File: config.mk
export PLATFORM = sky130hd
export DESIGN_NAME = timer16
export DESIGN_NICKNAME = d
export VERILOG_FILES = /design/src/timer16_pkg.sv /design/src/tick_if.sv /design/src/tick_prescaler.sv /design/src/timer16.sv
export SDC_FILE = /design/constraint.sdc
export NUM_CORES = 1
export LEC_CHECK = 0
export ABC_AREA = 1
export CAP_MARGIN = 15
export CORE_MARGIN = 2
export CORE_UTILIZATION = 60
export DETAILED_ROUTE_END_ITERATION = 8
export DONT_BUFFER_PORTS = 1
export PLACE_DENSITY = 0.85
export SLEW_MARGIN = 10
export SYNTH_ARGS = -nofsm -noshare
export SYNTH_HDL_FRONTEND = slang
export SYNTH_SLANG_ARGS = --single-unit
File: constraint.sdc
create_clock -name pclk -period 2 [get_ports pclk]
set_clock_uncertainty 0.1 [all_clocks]
set_input_delay 0.2 -clock pclk [delete_from_list [all_inputs] [get_ports pclk]]
set_output_delay 0.2 -clock pclk [all_outputs]
set_load 0.005 [all_outputs]
File: src/timer16_pkg.sv
// Functional notes
// - A tick source select of zero produces no ticks and the counter holds.
// - Counter value 0x0000 is bottom and 0xFFFF is maximum, both flagged internally.
// - One shared 8-bit holding register carries the upper byte of 16-bit accesses.
// - Writing a low byte loads holding byte and written byte together in one cycle.
// - Reading the counter low byte copies the counter upper byte into the holding register.
// - Compare A upper byte reads come straight from the register, holding register untouched.
// - Counter upper address reaches the holding register; counter changes on low write.
// - Each tick clears or increments the counter as the mode requires; it never decrements.
// - A counter write wins over a clear or count in the same cycle.
// - The counter stays readable and writable with or without a tick source.
// - Counter equal to compare A sets the compare A flag at the next tick.
// - Compare A enable and compare A flag both set raise the compare A request.
// - Compare A flag clears on interrupt service or on a software write of one.
// - Only software writes change the compare A value.
// - A counter write suppresses any compare match at the next tick, even stopped.
// - The wrap flag is set where the mode dictates and can raise a request.
// - Top of count is compare A in some modes and a fixed constant in others.
// - Normal mode counts up, wraps 0xFFFF to 0x0000, sets wrap flag then.
// - Mode 4 clears the counter on compare A match; mode 0 normal, rest reserved.
// - Select codes 1 to 5 divide by 1, 8, 64, 256, 1024; 6 and 7 reserved.
package timer16_pkg;

  // Register indices; the byte address is four times the index.
  localparam logic [7:0] IDX_CONTROL_A = 8'h80;
  localparam logic [7:0] IDX_CONTROL_B = 8'h81;
  localparam logic [7:0] IDX_COUNT_LOWER = 8'h84;
  localparam logic [7:0] IDX_COUNT_UPPER = 8'h85;
  localparam logic [7:0] IDX_COMPARE_LOWER = 8'h88;
  localparam logic [7:0] IDX_COMPARE_UPPER = 8'h89;
  localparam logic [7:0] IDX_FLAG = 8'h90;
  localparam logic [7:0] IDX_MASK = 8'h91;
  localparam logic [7:0] IDX_POWER = 8'h92;

  // Field positions.
  localparam int WGM_LOW_POS = 0;
  localparam int TICK_SELECT_POS = 0;
  localparam int WGM_HIGH_POS = 3;
  localparam int WRAP_BIT = 0;
  localparam int COMPARE_A_BIT = 1;
  localparam int POWER_GATE_BIT = 0;

  // Reset values.
  localparam logic [15:0] COUNT_RESET = 16'h0000;
  localparam logic [15:0] COMPARE_RESET = 16'h0000;
  localparam logic [7:0] HOLD_RESET = 8'h00;
  localparam logic [2:0] WGM_RESET = 3'h0;
  localparam logic [2:0] TICK_SELECT_RESET = 3'h0;
  localparam logic [1:0] FLAGS_RESET = 2'h0;
  localparam logic [1:0] MASK_RESET = 2'h0;
  localparam logic POWER_GATE_RESET = 1'b0;

  // Count limits.
  localparam logic [15:0] COUNT_BOTTOM = 16'h0000;
  localparam logic [15:0] COUNT_MAX = 16'hFFFF;

  // Waveform modes.
  localparam logic [2:0] WGM_NORMAL = 3'h0;
  localparam logic [2:0] WGM_CLEAR_ON_MATCH = 3'h4;

  // Tick source select codes and prescale ratios.
  localparam logic [2:0] TICK_OFF = 3'h0;
  localparam logic [2:0] TICK_DIV1 = 3'h1;
  localparam logic [2:0] TICK_DIV8 = 3'h2;
  localparam logic [2:0] TICK_DIV64 = 3'h3;
  localparam logic [2:0] TICK_DIV256 = 3'h4;
  localparam logic [2:0] TICK_DIV1024 = 3'h5;
  localparam int PRESCALE_WIDTH = 10;
  localparam logic [9:0] RATIO_8 = 10'h007;
  localparam logic [9:0] RATIO_64 = 10'h03F;
  localparam logic [9:0] RATIO_256 = 10'h0FF;
  localparam logic [9:0] RATIO_1024 = 10'h3FF;

  typedef enum logic [3:0] {
    SEL_NONE = 4'b0000,
    SEL_CONTROL_A = 4'b0001,
    SEL_CONTROL_B = 4'b0010,
    SEL_COUNT_LOWER = 4'b0011,
    SEL_COUNT_UPPER = 4'b0100,
    SEL_COMPARE_LOWER = 4'b0101,
    SEL_COMPARE_UPPER = 4'b0110,
    SEL_FLAG = 4'b0111,
    SEL_MASK = 4'b1000,
    SEL_POWER = 4'b1001
  } reg_sel_type;

endpackage : timer16_pkg

File: src/tick_if.sv
`timescale 1ns/1ps
`default_nettype none
interface tick_if;
  logic [2:0] select;
  logic run;
  logic tick;
  modport source (input select, input run, output tick);
  modport user (output select, output run, input tick);
endinterface : tick_if
`default_nettype wire

File: src/tick_prescaler.sv
`timescale 1ns/1ps
`default_nettype none
module tick_prescaler (
  // Clock and reset
  input wire logic pclk,
  input wire logic presetn,
  // Tick request and tick pulse
  tick_if.source tk
);

  typedef struct packed {
    logic [timer16_pkg::PRESCALE_WIDTH-1:0] div;
    logic tick;
  } pre_state_type;

  pre_state_type st_reg;
  pre_state_type st_next;

  always_comb begin
    st_next = st_reg;
    st_next.tick = 1'b0;
    if (tk.run) begin
      st_next.div = st_reg.div + 10'h001;
      case (tk.select)
        timer16_pkg::TICK_DIV1: st_next.tick = 1'b1;
        timer16_pkg::TICK_DIV8: st_next.tick = (st_reg.div & timer16_pkg::RATIO_8) == timer16_pkg::RATIO_8;
        timer16_pkg::TICK_DIV64: st_next.tick = (st_reg.div & timer16_pkg::RATIO_64) == timer16_pkg::RATIO_64;
        timer16_pkg::TICK_DIV256: st_next.tick = (st_reg.div & timer16_pkg::RATIO_256) == timer16_pkg::RATIO_256;
        timer16_pkg::TICK_DIV1024: st_next.tick = st_reg.div == timer16_pkg::RATIO_1024;
        default: st_next.tick = 1'b0;
      endcase
    end else begin
      // The divider restarts so that the first period after a start is whole.
      st_next.div = '0;
    end
  end

  always_ff @(posedge pclk or negedge presetn) begin
    if (!presetn) begin
      st_reg <= '0;
    end else begin
      st_reg <= st_next;
    end
  end

  assign tk.tick = st_reg.tick;

endmodule : tick_prescaler
`default_nettype wire

File: src/timer16.sv
// Chosen here: the address map and register access over APB.
`timescale 1ns/1ps
`default_nettype none
module timer16 #(
  parameter int ADDR_WIDTH = 12
) (
  // Clock and reset
  input wire logic pclk,
  input wire logic presetn,
  // APB slave
  input wire logic psel,
  input wire logic penable,
  input wire logic pwrite,
  input wire logic [ADDR_WIDTH-1:0] paddr,
  input wire logic [31:0] pwdata,
  output logic [31:0] prdata,
  output logic pready,
  output logic pslverr,
  // Interrupt requests and service acknowledges
  output logic compare_a_irq,
  output logic wrap_irq,
  input wire logic compare_a_ack,
  input wire logic wrap_ack
);

  typedef struct packed {
    logic [15:0] count_value;
    logic [15:0] compare_a_value;
    logic [7:0] hold;
    logic [2:0] waveform_mode_field;
    logic [2:0] tick_source_select;
    logic [1:0] flags;
    logic [1:0] mask;
    logic timer_power_gate_bit;
    logic match_block;
    logic answered;
    logic [7:0] rdata;
  } state_type;

  state_type st_reg;
  state_type st_next;
  timer16_pkg::reg_sel_type sel;
  logic [7:0] wdata;
  logic access;
  logic capture;
  logic commit;
  logic tick;
  logic at_bottom;
  logic at_max;
  logic match;
  logic ctc_mode;
  logic compare_event;
  logic ctc_clear;
  logic wrap_event;
  logic [7:0] read_value;

  tick_if tk ();

  tick_prescaler u_prescaler (
    .pclk(pclk),
    .presetn(presetn),
    .tk(tk)
  );

  function automatic logic [ADDR_WIDTH-1:0] addr_of(input logic [7:0] idx);
    return ADDR_WIDTH'({idx, 2'b00});
  endfunction : addr_of

  // Address decode.
  always_comb begin
    if (paddr == addr_of(timer16_pkg::IDX_CONTROL_A)) begin
      sel = timer16_pkg::SEL_CONTROL_A;
    end else if (paddr == addr_of(timer16_pkg::IDX_CONTROL_B)) begin
      sel = timer16_pkg::SEL_CONTROL_B;
    end else if (paddr == addr_of(timer16_pkg::IDX_COUNT_LOWER)) begin
      sel = timer16_pkg::SEL_COUNT_LOWER;
    end else if (paddr == addr_of(timer16_pkg::IDX_COUNT_UPPER)) begin
      sel = timer16_pkg::SEL_COUNT_UPPER;
    end else if (paddr == addr_of(timer16_pkg::IDX_COMPARE_LOWER)) begin
      sel = timer16_pkg::SEL_COMPARE_LOWER;
    end else if (paddr == addr_of(timer16_pkg::IDX_COMPARE_UPPER)) begin
      sel = timer16_pkg::SEL_COMPARE_UPPER;
    end else if (paddr == addr_of(timer16_pkg::IDX_FLAG)) begin
      sel = timer16_pkg::SEL_FLAG;
    end else if (paddr == addr_of(timer16_pkg::IDX_MASK)) begin
      sel = timer16_pkg::SEL_MASK;
    end else if (paddr == addr_of(timer16_pkg::IDX_POWER)) begin
      sel = timer16_pkg::SEL_POWER;
    end else begin
      sel = timer16_pkg::SEL_NONE;
    end
  end

  // Read multiplexer; reserved bits read as zero.
  always_comb begin
    read_value = 8'h00;
    case (sel)
      timer16_pkg::SEL_CONTROL_A: begin
        read_value[timer16_pkg::WGM_LOW_POS +: 2] = st_reg.waveform_mode_field[1:0];
      end
      timer16_pkg::SEL_CONTROL_B: begin
        read_value[timer16_pkg::WGM_HIGH_POS] = st_reg.waveform_mode_field[2];
        read_value[timer16_pkg::TICK_SELECT_POS +: 3] = st_reg.tick_source_select;
      end
      timer16_pkg::SEL_COUNT_LOWER: read_value = st_reg.count_value[7:0];
      timer16_pkg::SEL_COUNT_UPPER: read_value = st_reg.hold;
      timer16_pkg::SEL_COMPARE_LOWER: read_value = st_reg.compare_a_value[7:0];
      timer16_pkg::SEL_COMPARE_UPPER: read_value = st_reg.compare_a_value[15:8];
      timer16_pkg::SEL_FLAG: read_value[1:0] = st_reg.flags;
      timer16_pkg::SEL_MASK: read_value[1:0] = st_reg.mask;
      timer16_pkg::SEL_POWER: read_value[timer16_pkg::POWER_GATE_BIT] = st_reg.timer_power_gate_bit;
      default: read_value = 8'h00;
    endcase
  end

  // The access phase takes two cycles: read data and read side effects are
  // caught in the first, and writes take effect at the edge that ends the second.
  assign access = psel & penable;
  assign capture = access & ~st_reg.answered;
  assign commit = access & st_reg.answered;
  assign wdata = pwdata[7:0];

  // Gated or unselected, the prescaler gets no run request.
  assign tk.select = st_reg.tick_source_select;
  assign tk.run = ~st_reg.timer_power_gate_bit & (st_reg.tick_source_select != timer16_pkg::TICK_OFF);
  assign tick = tk.tick & tk.run;

  assign at_bottom = st_reg.count_value == timer16_pkg::COUNT_BOTTOM;
  assign at_max = st_reg.count_value == timer16_pkg::COUNT_MAX;
  assign match = st_reg.count_value == st_reg.compare_a_value;
  assign ctc_mode = st_reg.waveform_mode_field == timer16_pkg::WGM_CLEAR_ON_MATCH;
  assign compare_event = tick & match & ~st_reg.match_block;
  assign ctc_clear = ctc_mode & compare_event;
  assign wrap_event = tick & at_max;

  always_comb begin
    st_next = st_reg;
    st_next.answered = capture;

    // Counting; the counter increments on each tick, or clears to bottom on a compare A match in mode 4.
    if (tick) begin
      if (ctc_clear) begin
        st_next.count_value = timer16_pkg::COUNT_BOTTOM;
      end else begin
        st_next.count_value = st_reg.count_value + 16'h0001;
      end
      st_next.match_block = 1'b0;
    end

    if (capture & ~pwrite & (sel == timer16_pkg::SEL_COUNT_LOWER)) begin
      st_next.hold = st_reg.count_value[15:8];
    end
    if (capture & ~pwrite) begin
      st_next.rdata = read_value;
    end

    // Flags: hardware clears first, so a set in the same cycle wins.
    if (compare_a_ack) begin
      st_next.flags[timer16_pkg::COMPARE_A_BIT] = 1'b0;
    end
    if (wrap_ack) begin
      st_next.flags[timer16_pkg::WRAP_BIT] = 1'b0;
    end
    if (commit & pwrite & (sel == timer16_pkg::SEL_FLAG)) begin
      st_next.flags = st_next.flags & ~wdata[1:0];
    end
    if (compare_event) begin
      st_next.flags[timer16_pkg::COMPARE_A_BIT] = 1'b1;
    end
    if (wrap_event) begin
      st_next.flags[timer16_pkg::WRAP_BIT] = 1'b1;
    end

    if (commit & pwrite) begin
      case (sel)
        timer16_pkg::SEL_CONTROL_A: begin
          st_next.waveform_mode_field[1:0] = wdata[timer16_pkg::WGM_LOW_POS +: 2];
        end
        timer16_pkg::SEL_CONTROL_B: begin
          st_next.waveform_mode_field[2] = wdata[timer16_pkg::WGM_HIGH_POS];
          st_next.tick_source_select = wdata[timer16_pkg::TICK_SELECT_POS +: 3];
        end
        timer16_pkg::SEL_COUNT_LOWER: begin
          st_next.count_value = {st_reg.hold, wdata};
          st_next.match_block = 1'b1;
        end
        timer16_pkg::SEL_COUNT_UPPER: st_next.hold = wdata;
        timer16_pkg::SEL_COMPARE_LOWER: begin
          st_next.compare_a_value = {st_reg.hold, wdata};
        end
        timer16_pkg::SEL_COMPARE_UPPER: st_next.hold = wdata;
        timer16_pkg::SEL_MASK: st_next.mask = wdata[1:0];
        timer16_pkg::SEL_POWER: begin
          st_next.timer_power_gate_bit = wdata[timer16_pkg::POWER_GATE_BIT];
        end
        default: st_next.hold = st_reg.hold;
      endcase
    end
  end

  always_ff @(posedge pclk or negedge presetn) begin
    if (!presetn) begin
      st_reg.count_value <= timer16_pkg::COUNT_RESET;
      st_reg.compare_a_value <= timer16_pkg::COMPARE_RESET;
      st_reg.hold <= timer16_pkg::HOLD_RESET;
      st_reg.waveform_mode_field <= timer16_pkg::WGM_RESET;
      st_reg.tick_source_select <= timer16_pkg::TICK_SELECT_RESET;
      st_reg.flags <= timer16_pkg::FLAGS_RESET;
      st_reg.mask <= timer16_pkg::MASK_RESET;
      st_reg.timer_power_gate_bit <= timer16_pkg::POWER_GATE_RESET;
      st_reg.match_block <= 1'b0;
      st_reg.answered <= 1'b0;
      st_reg.rdata <= 8'h00;
    end else begin
      st_reg <= st_next;
    end
  end

  assign prdata = {24'h000000, st_reg.rdata};
  assign pready = commit;
  assign pslverr = commit & (sel == timer16_pkg::SEL_NONE);
  assign compare_a_irq = st_reg.flags[timer16_pkg::COMPARE_A_BIT] & st_reg.mask[timer16_pkg::COMPARE_A_BIT];
  assign wrap_irq = st_reg.flags[timer16_pkg::WRAP_BIT] & st_reg.mask[timer16_pkg::WRAP_BIT];

endmodule : timer16
`default_nettype wire

Word-level counts from Yosys, hierarchy flattened
Cells that the tools add are included.

operators by class
  bitwise operators = 22
  mux-type cells = 34
  add/subtract/negate cells = 2
  reductions and logical operators = 9
  equality and inequality tests = 31

operators by type and width
  operator                 number
  $eq A12 B10 Y1 const B   9
  $mux W16                 4
  $mux W46                 1
  $mux W4                  9
  $add A16 B1 Y16 const B  1
  $and A1 B1 Y1            16
  $eq A16 B16 Y1           1
  $eq A16 B16 Y1 const B   1
  $eq A4 B3 Y1 const B     4
  $pmux W4 S4              1
  $pmux W8 S2              1
  $eq A3 B3 Y1 const B     4
  $add A10 B1 Y10 const B  1
  $eq A10 B10 Y1 const B   1
  $mux W10                 1
  $pmux W2 S5              1
  $reduce_and A2 Y1        5
  $mux W1                  9
  $pmux W1 S9              1
  $eq A4 B2 Y1 const B     2
  $eq A4 B4 Y1 const B     2
  $eq A8 B8 Y1 const B     1
  $mux W8                  1
  $pmux W1 S8              1
  other kinds (15)         20

word-level totals
  bits in registers = 72
  input port bits = 51
  logic and storage cells = 112

Depth between registers and ports, before layout
Gate-level depths: netlist of run 1.

  word-level depth = 15
  depth in mapped cells = 13
  depth with buffers taken out = 13

Cells and area by module
From an unflattened synthesis of run 1, not the netlist that was laid out.

second synthesis, totals
  cells, all modules = 689
  area, all modules = 4976.0 um^2

modules (own cells, without submodules)
  module          seq. area each (um^2)  area an instance (um^2)  cells each  times used
  timer16         1526.5                 4381.7                   618         1
  tick_prescaler  275.3                  594.3                    71          1

Worst setup path before layout of run 1
No wires, ideal clock.

  path type = reg-to-reg
  from = register st_reg[49] (netlist name)
  to = register st_reg[56] (netlist name)
  stages on the path, launching flop included = 12
  required time = 1783 ps
  data arrival time = 1427 ps
  clock period less this slack = 1643 ps
  path slack = 357 ps
  path buffers = 1
  path through = dfrtp_1 > clkbuf_1 > xnor2_1 > nand2_1 > nor2_1 > nand2_1 > nor2_1 > nand4_2 > nand3b_1 > nand2_1 > nand2_1 > nand2_1

RTL lines
  what                      line            RTL
  start: declaration        timer16.sv:40   state_type st_reg;
  start signal: assignment  timer16.sv:215  st_reg <= st_next;

==> metrics, run 1 <==
Yosys top cell area share=0.373; CTS tree=built; Final Slew Violations=0; Sequential Power Share=0.535; CP max-delay cell=dfrtp_1; LEAKAGE=roughly 2.6 nW; DP HPWL=10800 um; Clock Path Buffers=2; HP Class=input pin to flop; total gr overflow=0; antenna diode count=0; Fmax=between 0.5 and 0.6 GHz; nets=784; Post-Route WL=14400 um; initial core utilization=0.622; Netlist cell types=44; Synth Area in XOR/XNOR=0.0327; Fin. Hold Viols=0; met3 usage=0.0650; Clock power frac=0.411; Die Area=a little under 9000 um^2; main combinational cell family by area after synthesis=simple AND/OR/NAND/NOR gates; Hold Path Sink=st_reg[49]; Clk Latency, worst-skew pair=roughly 0.36 ns; synth-to-layout area growth=12.5%; synthesis warning total=0; vias per inst=5.77; CP Capture Type=flop; Residual DRC=0; worst reg2reg path depth=8; Worst Setup SP=st_reg[45]; Largest stage delay, worst path=0.48 ns; grt peak-use layer=met2; io pins=87; post-synthesis adder-cell area fraction=0.00777; Final Setup Violations=0; crit-path cells=inv_2, nor2_1, nand2_1, nor2_2, nand3_1, nor2_2, xor2_1, o21ai_0; Reg clk slew, reported paths=0.09 ns; CTS buffer count=9; Sink Count=72; Die Wd=around 94 um; Syn Area/Cell=7.02 um^2; max-cap viol count=0; Post-Synthesis Cell Area=4830 um^2; Worst IR Drop VDD=about 380 uV; commonest non-fill, non-tap cell in the layout=nand2_1; commonest cells after routing, fill and taps aside=nand2_1, inv_1, nor2_1; number of enable flip-flop cells after synthesis=0; r2r setup slk=0.03 ns; RSZ-0062 raised after global routing=true; Total GRT Usage=0.340; mux share of post-synthesis cell area=0.00233; worst endpoint required time=2.14 ns; Die Ht=93.7 um; status=finished clean; H-tree Lvls=3; ys async rst share=1.00; WS Path Type=flop to flop; combinational power share=0.054; Crit Path Max Fanout=4; max reg flops=50; Layout Utilization=0.699; met1 usage=0.476; Simple-Gate Fraction of Synth Area=0.332; Cells after Synth=688; Worst EP arrival=2.11 ns; period utilisation layout=0.983; Main synth FF type=dfrtp_1; Tmin final=1.97 ns; first-pass GRT wire length=roughly 22000 um; share of layout cells above drive strength 1=0.143; initial antenna violation count=0; clk root buf=clkbuf_8; core area=7770 um^2; port bufs=0; GP Congestion=about 1; compound-gate portion of the synthesized area=0.114; internal power=between 1.5 and 2 mW; register bit total from synthesis=72; routed len/inst=around 17 um; ranking of synthesized cells by area=dfrtp_1, nand2_1, inv_1; Power per Cell Area=511 nW/um^2; post-synth top area cell=dfrtp_1; crit path launch type=flop; Sw Share=0.281; post-route ant nets=0; Min-Delay Path Depth=2; GR Util met2=0.521; Site Rows=32; vias in the first global route=about 4500; Initial DRC Count=around 390; R2R Path Start=st_reg[45]; CP dominant cell by count=nor2_2; hold path start=pwdata[4]; pin count of the biggest net entering global routing=73; register area share after synthesis=0.373; Worst R2R End=st_reg[52]; DR pass1 iterations=5; Vias=4833; Psw=0.779 mW; WHS=approximately 0.037 ns
[area by class of cell]
type | instances | area [um^2]
inverters | 94 | 355
fillers | 646 | 2340
clock buffers | 9 | 124
clock inverters | 7 | 65.1
multi-input cells | 498 | 2490
well taps | 102 | 128
flip-flops and latches | 72 | 1810
repair buffers | 55 | 460
[through the flow]
| stage | total power [mW] | instances | instance area, um^2 | TNS (ns) | setup WS [ns] |
|---|---|---|---|---|---|
| 2_1_floorplan | 1.62 | 711 | 4910 | 0 | 0.357 |
| 3_3_place_gp | 1.60 | 804 | 5020 | 0 | 0.116 |
| 3_5_place_dp | 1.60 | 804 | 5020 | 0 | 0.0858 |
| 4_1_cts | 2.78 | 832 | 5340 | 0 | 0.0200 |
| 5_1_grt | 2.86 | 837 | 5430 | -0.520 | -0.0689 |
| 6_report | 2.78 | 837 | 5430 | 0 | 0.0348 |
[layer usage]
layer | wire length, um | up-vias
met5 | 0 | -
met4 | 425 | 0
met3 | 1600 | 39
met2 | 6480 | 285
met1 | 5930 | 2274
li1 | - | 2235
[worst max-delay path by stage]
stage	slack (ns)	cells past startpoint	to
floorplan	0.36	11	st_reg[56]
global placement	0.12	10	st_reg[56]
detailed placement	0.09	12	st_reg[56]
CTS	0.02	11	st_reg[22]
global route	-0.07	10	st_reg[21]
finish	0.03	8	st_reg[52]
[synthesized netlist by cell type (all sizes together), types with 10 or more instances]
| cell type | count |
|---|---|
| nand4 | 11 |
| nand3 | 37 |
| o22ai | 19 |
| xor2 | 10 |
| o21ai | 49 |
| buf | 38 |
| dfrtp | 72 |
| inv | 94 |
| nor2 | 79 |
| nand2 | 194 |
| nor3 | 29 |
[repair_timing]
action	4_1_cts	5_1_grt
setup buffers	0	5
setup endpoints to repair	0	34
gates resized for setup	0	18
endpoints found under the hold margin	93	0
hold buffers	12	0
[logic make-up after synthesis]
kind of cell,Yosys count
xor+xnor,18
flops,72
compound gates,93
simple gates,359
other cells,1
buf+inv,141
fa+ha+maj,3
mux,1
[power by group through the flow]
| stage | combinational, mW | clock [mW] | sequential (mW) |
|---|---|---|---|
| floorplan | 0.114 | 0 | 1.51 |
| global placement | 0.0856 | 0 | 1.51 |
| detailed placement | 0.0879 | 0 | 1.51 |
| CTS | 0.144 | 1.15 | 1.48 |
| global route | 0.172 | 1.20 | 1.49 |
| finish | 0.151 | 1.14 | 1.48 |
[worst max-delay path: cells and delay by family, from the launching register on]
kind	cells	cell delay, ns
AO/OA/AOI/OAI	1	0.09
XOR/XNOR	1	0.18
buffers and inverters	1	0.12
flip-flops	1	0.48
AND/OR/NAND/NOR	5	0.88
(Power assumes the default switching activity.)
==> run 2, diff against run 1 <==
- ABC_AREA: 1 -> default
- TNS_END_PERCENT: default -> 30
==> run 2 against run 1 <==
Net effect:
- the run now ends with setup timing left
- register-to-register slack got worse by 0.09 ns
- non-clock buffer count rose by 7
- clock power rose by 4%
- sequential power barely moved
- first-iteration DRC count rose by 34%
- worst setup slack got worse by 0.095 ns
- fmax fell by 4.6%
- via count fell by 22%
- largest power group unchanged
- highest routed layer unchanged
==> metrics, run 2 <==
status=finished, violations left; failing checks=setup timing; total gr overflow=0 (unchanged); crit path launch type=flop; multi-input logic area=2340 um^2 (-6.1%); commonest non-fill, non-tap cell in the layout=dfrtp_1; H-tree Lvls=3 (unchanged); worst path bufs/invs=1 (unchanged); Die Wd=89.1 um (-4.9%); antenna diode count=0 (unchanged); crit-path cells=xnor2_2, nand4_1, or4_4, buf_6, o41ai_1, a21oi_1; vias in the first global route=3590 (-20%); Fmax=0.485 GHz (-4.6%); GP Congestion=0.864 (-14%); share of layout cells above drive strength 1=0.224 (+0.0812); commonest cells after routing, fill and taps aside=dfrtp_1, buf_4, nor2_1; Tmin final=2.06 ns (+0.0947 ns); HP Class=input pin to flop; Sink Count=72 (unchanged); final worst slack=-0.0599 ns (-0.0947 ns); Initial DRC Count=525 (+34%); r2r setup slk=-0.06 ns (-0.09 ns); Vias=3750 (-22%); initial antenna violation count=0 (unchanged); CP Capture Type=flop; register bit total from synthesis=72 (unchanged); CTS buffer count=9 (unchanged); Largest stage delay, worst path=0.48 ns (about the same); Final Setup Violations=3 (+3); Reg clk slew, reported paths=0.08 ns (about the same); Pwr Total=2.82 mW (+1.8%); max reg flops=50 (unchanged); synth-to-layout area growth=16.2%; Clk Latency, worst-skew pair=0.36 ns (about the same); initial core utilization=0.609 (-0.0129); pin count of the biggest net entering global routing=73 (unchanged); Die Area=7940 um^2 (-9.6%); CP max-delay cell=or4_4; ys async rst share=1.00 (unchanged); CTS tree=built; Post-Route WL=11900 um (-17%); vias per inst=6.36 (+10%); Netlist cell types=56 (+27%); Placed Cells=559 (-30%); RSZ-0062 raised after global routing=true; Post-Synthesis Cell Area=4340 um^2 (-10%); Synth top cells by count=dfrtp_1, nor2_1, nand2_1; port bufs=0 (unchanged); first-pass GRT wire length=17900 um (-20%); register area=1800 um^2 (-0.35%); Site Rows=31 (-3.1%); Total GRT Usage=0.303 (-0.0369); delay-heaviest family, CP=simple AND/OR/NAND/NOR gates; post-synth top area cell=dfrtp_1; Clock Path Buffers=2 (unchanged); synthesis warning total=0 (unchanged); fillers=507 (-22%); Cells after Synth=443 (-36%); ranking of synthesized cells by area=dfrtp_1, buf_4, mux2_2; io pins=87 (unchanged); routed len/inst=20.2 um (+17%); post-route ant nets=0 (unchanged); DR pass1 iterations=5 (unchanged); LEAKAGE=2.26 nW (-14%); Power per Cell Area=559 nW/um^2 (+9.4%); Final Slew Violations=0 (unchanged); period utilisation layout=1.03 (+0.0474); Fin. Hold Viols=0 (unchanged); most common cell in the netlist=dfrtp_1; nets=540 (-31%); Worst IR Drop VDD=413 uV (+9.9%); core area=7140 um^2 (-8.1%); register area share after synthesis=0.415 (+0.0416); Yosys top cell area share=0.415 (+0.0416); Main synth FF type=dfrtp_1; WHS=0.0253 ns (-0.0118 ns); Worst EP arrival=2.19 ns (+0.08 ns); Crit Path Max Fanout=4 (unchanged); Residual DRC=0 (unchanged); DP HPWL=7850 um (-27%); worst endpoint required time=2.13 ns (about the same); Syn Area/Cell=9.81 um^2 (+40%); WS Path Type=flop to flop; max-cap viol count=0 (unchanged); Die Ht=89.1 um (-4.9%); clk root buf=clkbuf_8; number of enable flip-flop cells after synthesis=0 (unchanged); Final Non-Filler Cells=590 (-30%)
## run 2: cell types whose count changed after synthesis, sizes merged, moves of 19 or more
cell,previous run,this run
inv,94,6
mux2,1,27
nand2,194,37
nor2,79,37
o21ai,49,18
o22ai,19,0
## run 2: cell type report
cell class	instances	area share
sequential	72	0.357
timing repair buffer	62	0.111
multi-input combinational	335	0.463
tap	99	0.0245
clock buffer	9	0.0245
clock inverter	7	0.0154
inverter	6	0.00446
## run 2: worst register-to-register path, stage by stage (launching register included)
cell,delay (ns)
dfrtp_1,0.43
xnor2_2,0.20
nand4_1,0.18
or4_4,0.48
buf_6,0.16
o41ai_1,0.29
a21oi_1,0.09
## run 2: logic make-up (layout without fill, tap and decap cells)
family                   after synthesis  count (layout)  share of synthesized area
other                                  1              24                   0.000863
XOR/XNOR                              34              34                     0.0685
flip-flops                            72              72                      0.415
AND/OR/NAND/NOR                      164             164                      0.203
multiplexers                          34              34                     0.0948
adder cells (fa/ha/maj)                4               4                     0.0109
buffers and inverters                 59              84                     0.0864
AO/OA/AOI/OAI                         75              75                      0.121
## run 2: path summary, 6_finish.rpt
check | from | to | cells past startpoint
min | pwdata[5] | st_reg[26] | 2
max in group asynchronous | presetn | st_reg[52] | 2
max | st_reg[51] | st_reg[56] | 6
min in group asynchronous | presetn | prdata[3] | 2
min reg2reg | st_reg[9] | st_reg[9] | 2
max reg2reg | st_reg[51] | st_reg[56] | 6
## run 2: power breakdown
part           switching [mW]  internal [mW]  total (mW)
sequential             0.0140           1.47        1.49
clock                   0.606          0.586        1.19
combinational          0.0872         0.0597       0.147
## run 2: what timing repair did
action                                  CTS  global route
hold buffers                             14             0
resized for setup                         2            15
endpoints found under the setup margin   14            16
gates cloned                              0             0
pin swaps                                 1             4
endpoints found under the hold margin   106             0
setup buffers                             0             1
## run 2: through the flow
stage | instance area [um^2] | setup TNS (ns) | utilization | worst slack (ns)
2_1_floorplan | 4430 | -0.439 | - | -0.0439
3_3_place_gp | 4590 | -0.0947 | 0.643 | -0.0191
3_5_place_dp | 4590 | -0.982 | 0.643 | -0.0726
4_1_cts | 4960 | 0 | 0.695 | 0.00873
5_1_grt | 5050 | -1.01 | 0.708 | -0.137
6_report | 5050 | -0.0738 | 0.708 | -0.0599
## run 2: layer usage
| layer | global-route usage | vias to the layer above | part of all wire |
|---|---|---|---|
| met2 | 0.485 | 280 | 0.48 |
| met3 | 0.0785 | 54 | 0.10 |
| met5 | 0 | - | 0 |
| met1 | 0.373 | 1797 | 0.37 |
| li1 | - | 1619 | - |
| met4 | 0.167 | 0 | 0.045 |
